==> src/status_flags_pkg.sv <==
// Package: offsets, bit positions, reset values for the serial status flag block
`default_nettype none
package status_flags_pkg;
	// Register byte addresses on APB
	localparam logic [7:0] addr_status  = 8'h00;   // Serial status register
	localparam logic [7:0] addr_control = 8'h04;   // Serial control register
	localparam logic [7:0] addr_irq_st  = 8'h08;   // Sticky event status
	localparam logic [7:0] addr_irq_msk = 8'h0c;   // Event mask
	// Status bit positions
	localparam int bit_tx_empty = 7;
	localparam int bit_rx_full  = 6;
	localparam int bit_overrun  = 5;
	localparam int bit_framing  = 4;
	localparam int bit_parity   = 3;
	localparam int bit_tx_end   = 2;
	localparam int bit_mp_rx    = 1;
	localparam int bit_mp_tx    = 0;
	// Control bit positions
	localparam int bit_tx_enable = 0;
	localparam int bit_rx_enable = 1;
	// Reset values
	localparam logic [7:0] status_reset  = 8'h84;
	localparam logic [7:0] control_reset = 8'h00;
	// Flags cleared by read-then-write-zero
	localparam logic [7:0] clearable_mask = 8'hf8;
	// Event bit positions in the sticky register
	localparam int ev_tx_empty = 0;
	localparam int ev_rx_full  = 1;
	localparam int ev_error    = 2;
	localparam int event_count = 3;
endpackage
`default_nettype wire

==> src/serial_status_flags.sv <==
// Status flag register of the serial port with APB slave and interrupt
// What this block does
// RULE1 - Eight-bit status register, documented bit order
// RULE2 - Writing one to clearable flags does nothing
// RULE3 - Zero clears only after reading flag set
// RULE4 - Transmit-end and received multiprocessor bit read-only
// RULE5 - Power-on reset and standby give 0x84
// RULE6 - Manual reset leaves status register unchanged
// RULE7 - Transmit-empty shows holding register has no data
// RULE8 - DMA write to holding register clears transmit-empty
// RULE9 - Transmit-enable low holds transmit-empty set
// RULE10 - Transfer to shift register sets transmit-empty
// RULE11 - Receive-full shows holding register has data
// RULE12 - Receive-enable clear keeps receive flags
// RULE13 - Receive-full sets on frame transfer
//
// The register addresses and the APB interface to the registers were decided locally.
`default_nettype none
module serial_status_flags
(
	input  wire logic        pclk,
	input  wire logic        presetn,
	input  wire logic        psel,
	input  wire logic        penable,
	input  wire logic        pwrite,
	input  wire logic [7:0]  paddr,
	input  wire logic [31:0] pwdata,
	output var  logic [31:0] prdata,
	output var  logic        pready,
	output var  logic        pslverr,
	input  wire logic        standby,
	input  wire logic        manual_reset,
	input  wire logic        dma_tx_write,
	input  wire logic        tx_load_shift,
	input  wire logic        rx_frame_done,
	input  wire logic        overrun_set,
	input  wire logic        framing_set,
	input  wire logic        parity_set,
	input  wire logic        tx_end_set,
	input  wire logic        tx_end_clear,
	input  wire logic        mp_rx_value,
	input  wire logic        mp_rx_load,
	output var  logic [7:0]  serial_status_reg,
	output var  logic        tx_enable_bit,
	output var  logic        rx_enable_bit,
	output var  logic        irq
);
	logic        setup;          // APB setup phase
	logic        wr_acc;         // Write access phase
	logic        rd_acc;         // Read access phase
	logic        mapped;         // Address decodes
	logic [7:0]  flags;          // Clearable flag outputs
	logic [7:0]  set_ev;         // Per-flag set events
	logic        st_rd;          // Status register read
	logic        st_wr;          // Status register write
	logic [7:0]  wdat;           // Low byte of write data
	logic        tx_end;         // Transmit-end flag
	logic        mp_rx;          // Received multiprocessor bit
	logic        mp_tx;          // Transmitted multiprocessor bit
	logic [status_flags_pkg::event_count-1:0] irq_st;   // Sticky events
	logic [status_flags_pkg::event_count-1:0] irq_msk;  // Event mask
	logic [7:0]  ctrl;           // Serial control register
	logic        next_tx_end;
	logic        next_mp_rx;
	logic        next_mp_tx;
	logic [7:0]  next_ctrl;
	logic [status_flags_pkg::event_count-1:0] next_irq_st;
	logic [status_flags_pkg::event_count-1:0] next_irq_msk;
	logic [status_flags_pkg::event_count-1:0] events;
	logic [31:0] next_prdata;
	logic        next_pready;
	logic        next_pslverr;

	// Bus decode; slave answers one cycle after setup
	always_comb
	begin
		setup  = psel && !penable;
		wr_acc = psel && penable && pready && pwrite;
		rd_acc = psel && penable && pready && !pwrite;
		mapped = (paddr == status_flags_pkg::addr_status)
			|| (paddr == status_flags_pkg::addr_control)
			|| (paddr == status_flags_pkg::addr_irq_st)
			|| (paddr == status_flags_pkg::addr_irq_msk);
		st_rd  = rd_acc && (paddr == status_flags_pkg::addr_status);
		st_wr  = wr_acc && (paddr == status_flags_pkg::addr_status);
		wdat   = pwdata[7:0];
	end

	// Set events of the five clearable flags
	always_comb
	begin
		set_ev = 8'h00;
		// Transmitter disabled or data moved into the shift register
		set_ev[status_flags_pkg::bit_tx_empty] = !ctrl[status_flags_pkg::bit_tx_enable]
			|| tx_load_shift;                             // [RULE9] [RULE10]
		set_ev[status_flags_pkg::bit_rx_full]  = rx_frame_done;   // [RULE13] [RULE11]
		set_ev[status_flags_pkg::bit_overrun]  = overrun_set;
		set_ev[status_flags_pkg::bit_framing]  = framing_set;
		set_ev[status_flags_pkg::bit_parity]   = parity_set;
	end

	// One flag cell per clearable bit; a written one is ignored
	genvar g;
	generate
		for (g = 3; g < 8; g++)
		begin : gen_flag
			logic clr;
			always_comb
			begin
				// DMA write to holding register is a clear with no read needed
				if (g == status_flags_pkg::bit_tx_empty)
					clr = (st_wr && !wdat[g]) || dma_tx_write;     // [RULE8]
				else
					clr = st_wr && !wdat[g];                          // [RULE2]
			end
			flag_bit
			#(
				.reset_value (status_flags_pkg::status_reset[g])
			)
			u_flag
			(
				.pclk       (pclk),
				.presetn    (presetn),
				.init       (standby),
				.init_value (status_flags_pkg::status_reset[g]),
				.set_ev     (set_ev[g]),
				.read_seen  (st_rd || (g == status_flags_pkg::bit_tx_empty
					&& dma_tx_write)),
				.write_zero (clr),                                  // [RULE3]
				.flag       (flags[g])
			);
		end
		for (g = 0; g < 3; g++)
		begin : gen_unused
			assign flags[g] = 1'b0;
		end
	endgenerate

	// Read-only bits and the writable transmit multiprocessor bit
	always_comb
	begin
		next_tx_end = tx_end;
		next_mp_rx  = mp_rx;
		next_mp_tx  = mp_tx;
		if (standby)
		begin
			next_tx_end = status_flags_pkg::status_reset[status_flags_pkg::bit_tx_end]; // [RULE5]
			next_mp_rx  = 1'b0;
			next_mp_tx  = 1'b0;
		end
		else
		begin
			// Bus writes never touch these two bits
			if (tx_end_set)
				next_tx_end = 1'b1;                               // [RULE4]
			else if (tx_end_clear)
				next_tx_end = 1'b0;
			if (mp_rx_load)
				next_mp_rx = mp_rx_value;                         // [RULE4]
			if (st_wr)
				next_mp_tx = wdat[status_flags_pkg::bit_mp_tx];
		end
	end

	// Control, interrupt and bus answer next values
	always_comb
	begin
		next_ctrl    = ctrl;
		next_irq_msk = irq_msk;
		events[status_flags_pkg::ev_tx_empty] = set_ev[status_flags_pkg::bit_tx_empty]
			&& !flags[status_flags_pkg::bit_tx_empty];
		events[status_flags_pkg::ev_rx_full]  = rx_frame_done;
		events[status_flags_pkg::ev_error]    = overrun_set || framing_set || parity_set;
		next_irq_st  = irq_st;
		// Clearing receive-enable touches no receive flag
		if (wr_acc && paddr == status_flags_pkg::addr_control)
			next_ctrl = wdat;                                     // [RULE12]
		if (wr_acc && paddr == status_flags_pkg::addr_irq_msk)
			next_irq_msk = wdat[status_flags_pkg::event_count-1:0];
		if (wr_acc && paddr == status_flags_pkg::addr_irq_st)
			next_irq_st = irq_st & ~wdat[status_flags_pkg::event_count-1:0];
		// Set wins over a write-one clear
		next_irq_st  = next_irq_st | events;
		next_pready  = setup;
		next_pslverr = setup && !mapped;
		next_prdata  = 32'h0000_0000;
		if (setup)
		begin
			case (paddr)
				status_flags_pkg::addr_status:
					next_prdata = {24'h00_0000, flags[7:3], tx_end, mp_rx, mp_tx}; // [RULE1]
				status_flags_pkg::addr_control:
					next_prdata = {24'h00_0000, ctrl};
				status_flags_pkg::addr_irq_st:
					next_prdata = {29'h0000_0000, irq_st};
				status_flags_pkg::addr_irq_msk:
					next_prdata = {29'h0000_0000, irq_msk};
				default:
					next_prdata = 32'h0000_0000;
			endcase
		end
	end

	// Registers; only presetn and standby initialise the status bits
	always_ff @(posedge pclk or negedge presetn)
	begin
		if (!presetn)
		begin
			tx_end  <= status_flags_pkg::status_reset[status_flags_pkg::bit_tx_end];
			mp_rx   <= 1'b0;
			mp_tx   <= 1'b0;
			ctrl    <= status_flags_pkg::control_reset;
			irq_st  <= '0;
			irq_msk <= '0;
			prdata  <= 32'h0000_0000;
			pready  <= 1'b0;
			pslverr <= 1'b0;
			irq     <= 1'b0;
			serial_status_reg <= status_flags_pkg::status_reset;
			tx_enable_bit     <= 1'b0;
			rx_enable_bit     <= 1'b0;
		end
		else
		begin
			// Manual reset is deliberately not an input to any of these
			tx_end  <= next_tx_end;                               // [RULE6]
			mp_rx   <= next_mp_rx;
			mp_tx   <= next_mp_tx;
			ctrl    <= next_ctrl;
			irq_st  <= next_irq_st;
			irq_msk <= next_irq_msk;
			prdata  <= next_prdata;
			pready  <= next_pready;
			pslverr <= next_pslverr;
			irq     <= |(next_irq_st & next_irq_msk);
			// Mirror trails the flag state by one cycle; the bus read is exact
			serial_status_reg <= {flags[7:3], tx_end, mp_rx, mp_tx};       // [RULE7]
			tx_enable_bit     <= next_ctrl[status_flags_pkg::bit_tx_enable];
			rx_enable_bit     <= next_ctrl[status_flags_pkg::bit_rx_enable];
		end
	end

	// Inputs that this block must not react to: manual reset and the upper write-data bits
	logic unused_in;
	assign unused_in = manual_reset ^ (|pwdata[31:8]);

	// Checker state: receive-full has been read as one since it last rose
	logic rx_full_seen;
	logic next_rx_full_seen;

	// Seen drops whenever the flag is low, so each new rise needs a new read
	always_comb
	begin
		next_rx_full_seen = rx_full_seen;
		if (!flags[status_flags_pkg::bit_rx_full])
			next_rx_full_seen = 1'b0;
		else if (st_rd)
			next_rx_full_seen = 1'b1;
	end

	// Checker register
	always_ff @(posedge pclk or negedge presetn)
	begin
		if (!presetn)
			rx_full_seen <= 1'b0;
		else
			rx_full_seen <= next_rx_full_seen;
	end
endmodule
`default_nettype wire

==> src/flag_bit.sv <==
// One clearable status flag with read-arm and set-wins-over-clear
`default_nettype none
module flag_bit
#(
	parameter logic reset_value = 1'b0   // Flag value at power-on reset
)
(
	input  wire logic pclk,
	input  wire logic presetn,
	input  wire logic init,
	input  wire logic init_value,
	input  wire logic set_ev,
	input  wire logic read_seen,
	input  wire logic write_zero,
	output var  logic flag
);
	logic armed;      // Flag has been read as one
	logic next_flag;
	logic next_armed;

	// Next value: read arming, then standby init, set and clear in that order
	always_comb
	begin
		next_flag  = flag;
		next_armed = armed;
		// A read that sees the flag high arms it even if a set lands as well
		if (read_seen && flag)
		begin
			next_armed = 1'b1;
		end
		if (init)
		begin
			next_flag  = init_value;
			next_armed = 1'b0;
		end
		else if (set_ev)
		begin
			// Event wins over a clear in the same cycle
			next_flag = 1'b1;
		end
		else if (write_zero && (armed || read_seen))
		begin
			// Read and zero together are a forced clear, used by the DMA path
			next_flag  = 1'b0;
			next_armed = 1'b0;
		end
	end

	// Registers
	always_ff @(posedge pclk or negedge presetn)
	begin
		if (!presetn)
		begin
			flag  <= reset_value;
			armed <= 1'b0;
		end
		else
		begin
			flag  <= next_flag;
			armed <= next_armed;
		end
	end
endmodule
`default_nettype wire

==> config.mk <==
export PLATFORM = sky130hd
export DESIGN_NAME = serial_status_flags
export DESIGN_NICKNAME = d
export VERILOG_FILES = /design/src/status_flags_pkg.sv /design/src/serial_status_flags.sv /design/src/flag_bit.sv
export SDC_FILE = /design/constraint.sdc
export NUM_CORES = 1
export LEC_CHECK = 0
export BUFFER_PORTS_ARGS = -buffer_cell sky130_fd_sc_hd__clkbuf_2
export CAP_MARGIN = 20
export CORE_MARGIN = 3
export CORE_UTILIZATION = 41
export CTS_BUF_LIST = sky130_fd_sc_hd__clkbuf_2 sky130_fd_sc_hd__clkbuf_4 sky130_fd_sc_hd__clkbuf_8
export DETAILED_ROUTE_END_ITERATION = 12
export PLACE_DENSITY = 0.72
export SYNTH_ARGS = -nofsm -noshare
export SYNTH_HDL_FRONTEND = slang
export SYNTH_SLANG_ARGS = --single-unit
==> constraint.sdc <==
create_clock -name pclk -period 3 [get_ports pclk]
set_input_delay 0.45 -clock pclk [delete_from_list [all_inputs] [get_ports pclk]]
set_output_delay 0.45 -clock pclk [all_outputs]
set_load 0.05 [all_outputs]
# == Word level (Yosys, flattened, before mapping) ==
# Cells that the tools add are included.
# word_totals
regBits,72
word_cells,138
input_bits,57
output_inout_bits,45
# classes
muxes,47
n_reduce_logical,60
eq_ne,3
bitwise,4
# ops
cell,count
2-to-1 mux 1 bit,42
2-to-1 mux 32 bit,1
case mux 8 bit (4 select lines),1
logical AND 1 bit,27
nonzero test 3 bit,6
"equality test 8 x 4 -> 1 bit, second input constant",2
logical OR 1 bit,13
zero test 1 bit,10
"equality test 8 x 3 -> 1 bit, second input constant",1
zero test 8 bit,1
bitwise AND 3 bit,2
2-to-1 mux 3 bit,2
nonzero test 2 bit,2
NOT 3 bit,1
OR 3 bit,1
OR reduction 3 bit,1
2-to-1 mux 2 bit,1

# == Depth between registers and ports, before layout ==
# logic_depth
depth_word,10
ltp_mapped,6
depth_no_buf,5

# == Cells and area by module ==
# A second synthesis with hierarchy kept.
# hier_totals
cells_unflattened,181
hier_area_um2,2157.1
# by_module_without_submodules
mod,seq_area_each_um2,instances,cells_each,area_each_um2
serial_status_flags,904.6,1,136,1680.4
flag_bit (gen_flag[3].u_flag ...),50.0,4,9,95.1
flag_bit (gen_flag[7].u_flag),51.3,1,9,96.3

# == Worst setup path after synthesis ==
# No wires, ideal clock.
# synth_timing
path_type,reg-to-reg
startpoint,reg pready
endpoint,reg ctrl[0]
stages_incl_launch_ff,5
slack_ns,1.085
required_time_ns,2.875
n_path_buf,0
synth_period_minus_slack_ns,1.915
setup_time_ns,0.125
arrival_time_ns,1.790
cell_sequence,dfrtp_1 and3_1 nand4_2 nor3b_4 mux2_2
# synth_via
elab_chain_len,4
# synth_rtl
item,line,rtl
start: declaration,serial_status_flags.sv:29,"output var logic pready,"
start signal: assignment,serial_status_flags.sv:233,pready <= next_pready;
logical AND 1 bit (2 in a row),serial_status_flags.sv:78,wr_acc = psel && penable && pready && pwrite;
logical AND 1 bit,serial_status_flags.sv:176,if (wr_acc && paddr == status_flags_pkg::addr_control)
2-to-1 mux 2 bit,serial_status_flags.sv:176,
end signal: assignment,serial_status_flags.sv:212,ctrl <= status_flags_pkg::control_reset;
end signal: assignment,serial_status_flags.sv:229,ctrl <= next_ctrl;
end: declaration,serial_status_flags.sv:62,logic [7:0] ctrl;
# Every way passes these cells.
# A chain may end at the register's enable or synchronous reset.

# == Worst setup path in the final report ==
# layout_timing
startpoint,in paddr[5]
endpoint,reg ctrl[2]
# layout_via
elab_chain_len,2
# layout_rtl
item,line,rtl
start: declaration,serial_status_flags.sv:26,"input wire logic [7:0] paddr,"
equality test 8 x 3 -> 1 bit,serial_status_flags.sv:176,
logical AND 1 bit,serial_status_flags.sv:176,
# Every way passes these cells.

==> summary.md <==
| Metric | Value |
|---|---|
| CP required | `3.18 ns` |
| XOR/XNOR share of the synthesized area | `0%` |
| Slew Viols, Final | `0` |
| Pin count of the biggest net entering global routing | `47` |
| Post-synthesis compound-gate area fraction | `8.61%` |
| Final #Nets | `281` |
| Sequential share of the synthesized area | `55.6%` |
| Routed WL per cell | `13.4 um` |
| First-pass detailed-route iteration total | `4` |
| Mapped Cells | `168` |
| Adder-cell share of the synthesized area | `0%` |
| Total gr overflow | `0` |
| Mapped cell area | `0.00208 mm2` |
| Flops & latches, synth | `46` |
| Ys async rst share | `100%` |
| CP startpoint kind | `input port` |
| Area delta synth->final | `17.9%` |
| Total Wirelength | `3910 um` |
| Final setup TNS | `0 ns` |
| Critical path class | `input port to flop` |
| Post-CTS resize count | `0` |
| Simple-Gate Fraction of Synth Area | `11.8%` |
| Yosys top cell by area | `dfrtp_1` |
| Row Count | `25` |
| Clock sink total | `46` |
| Crit Path Max Fanout | `8` |
| Number of global-route vias before repair | `1,298` |
| Synth cell types | `36` |
| Peak supply drop | `0.186 mV` |
| Antenna violations before repair | `0` |
| CP arrival | `2.09 ns` |
| Largest family of logic cells by synthesized area | `multiplexers` |
| Relative slew slack | `57.2%` |
| Post-synthesis mux area share | `12.8%` |
| Status | `finished clean` |
| Placer Congestion | `0.761` |
| # hold bufs at CTS | `0` |
| Post-CTS setup repair buffer count | `0` |
| Ys flop type | `dfrtp_1` |
| ANT cells | `0` |
| Ratio of final minimum period to clock period | `63.9%` |
| Worst-Skew Late Latency | `0.29 ns` |
| Root Driver | `clkbuf_8` |
| Fin. Hold Viols | `0` |
| Max clock buf depth | `2` |
| HPWL Detailed | `2940 um` |
| Worst slew pin tran | `0.637 ns` |
| Multi-input gate area | `779 um2` |
| Max_cap viols | `0` |
| Initial detailed-routing violation count | `60` |
| Ratio of cells with drive above 1 in the final layout | `38.2%` |
| Avg Vias per Cell | `4.64` |
| Die Y | `77.2 um` |
| Ranking of synthesized cells by area | `dfrtp_1 51%, buf_4 8.7%, mux2_2 5.4%, dfstp_2 5.1%, a311oi_1 3.4%` |
| Die width | `77.2 um` |
| CORE AREA | `0.00482 mm2` |
| Pwr/cell area | `521 mW/mm2` |
| Minimum clock period | `1.92 ns` |
| Most common cell after layout, fill and taps aside | `clkbuf_2` |
| Hold crit path type | `input port to async pin` |
| Reg area | `0.00116 mm2` |
| Residual DRC | `0` |
| Layout fillers | `462` |
| Global-route wire length before repair | `6320 um` |
| Fmax | `0.521 GHz` |
| CTS buffer count | `5` |
| Die ar. | `0.00596 mm2` |
| Top cell type's share of synthesized area | `50.6%` |
| Global router's overall resource usage | `13.7%` |
| Via Count | `1,355` |
| Buffers on Ports | `52` |
| LEAKAGE | `1.29 nW` |
| CTS tree | `yes` |
| Clock skew | `0.00558 ns` |
| RSZ-0062 raised after global routing | `no` |
| Setup Viol. Count Final | `0` |
| Highest-count cells in the layout ignoring fill and taps | `52 x clkbuf_2, 42 x dfrtp_1, 24 x conb_1, 17 x nor2_1, 10 x mux2_2` |
| # IOs | `102` |
| H-tree depth | `2` |
| Ys Warns | `0` |
| Initial Util | `43.1%` |
| Worst hold margin | `0.0120 ns` |
| Endpoint class of the critical path | `flop` |
| Mapped Avg Cell Area | `12.4 um2` |
| Number of synthesized flops with an enable pin | `0` |
| Clock-pin slew on the worst setup and hold paths | `0.08 ns` |
| ANT nets after route | `0` |
[stage by stage]
stage                     util, %  instances  instance area, um2  worst slack (ns)  total power, mW
final                        50.9        292                2450              1.08             1.28
after global routing         50.9        292                2450             0.937             1.33
after detailed placement     48.1        283                2320             0.741            0.828
after floorplan                 -        191                2160              1.08            0.800
after CTS                    50.5        291                2430              1.05             1.29
after global placement       48.1        283                2320             0.758            0.826
[worst paths after layout]
path,start,end,slack [ns],cells after the start
setup reg to reg,pready,ctrl[2],1.19,4
min in group pclk,tx_end_clear,tx_end,0.31,2
hold / removal,presetn,gen_flag[6].u_flag.armed,0.01,1
max in group asynchronous,presetn,serial_status_reg[2],2.45,2
hold reg to reg,tx_end,serial_status_reg[2],0.38,0
setup / recovery,paddr[5],ctrl[2],1.08,5
[kinds of logic (layout without fill, tap and decap cells)]
| kind of cell | Yosys count | after routing |
|---|---|---|
| AOI/OAI and AO/OA | 24 | 24 |
| other | 1 | 24 |
| DFF | 46 | 46 |
| muxes | 21 | 21 |
| buffers and inverters | 36 | 70 |
| and+or+nand+nor | 40 | 40 |
[final cells by class]
cell class	instances	area share, %
clock buffers	7	3.42
multi-input cells	109	31.8
well taps	67	3.42
flip-flops and latches	46	47.2
repair buffers	54	11.7
inverters	8	1.23
clock inverters	1	1.23
[worst max-delay path: stages]
cell and delay, ns:
clkbuf_2 0.10, nor4_4 0.43, nand4_2 0.21, nor3b_4 0.51, mux2_2 0.39
[power by group]
| group | total, mW | internal, mW | switching [mW] |
|---|---|---|---|
| registers | 0.641 | 0.634 | 0.00750 |
| logic | 0.177 | 0.0398 | 0.137 |
| clock network | 0.458 | 0.267 | 0.190 |
[cell usage after synthesis (2+ instances only)]
cell / number
a21oi_1: 5
a311oi_1: 8
and3_1: 2
buf_2: 3
buf_4: 24
dfrtp_1: 42
dfstp_2: 4
inv_1: 8
mux2_2: 10
mux2i_1: 7
mux4_2: 3
nand2_1: 3
nand3_1: 2
nand4_2: 2
nor2_1: 17
nor2b_1: 5
nor3_1: 2
o21ai_0: 3
[layer usage]
metal,vias to the layer above,share of wire [%],global-route usage [%]
met2,42,50,22.3
met3,7,5.2,3.52
met1,652,42,17.4
met4,0,2.3,5.69
met5,-,0,0
li1,654,-,-
Power figures use the tool's default switching activity.
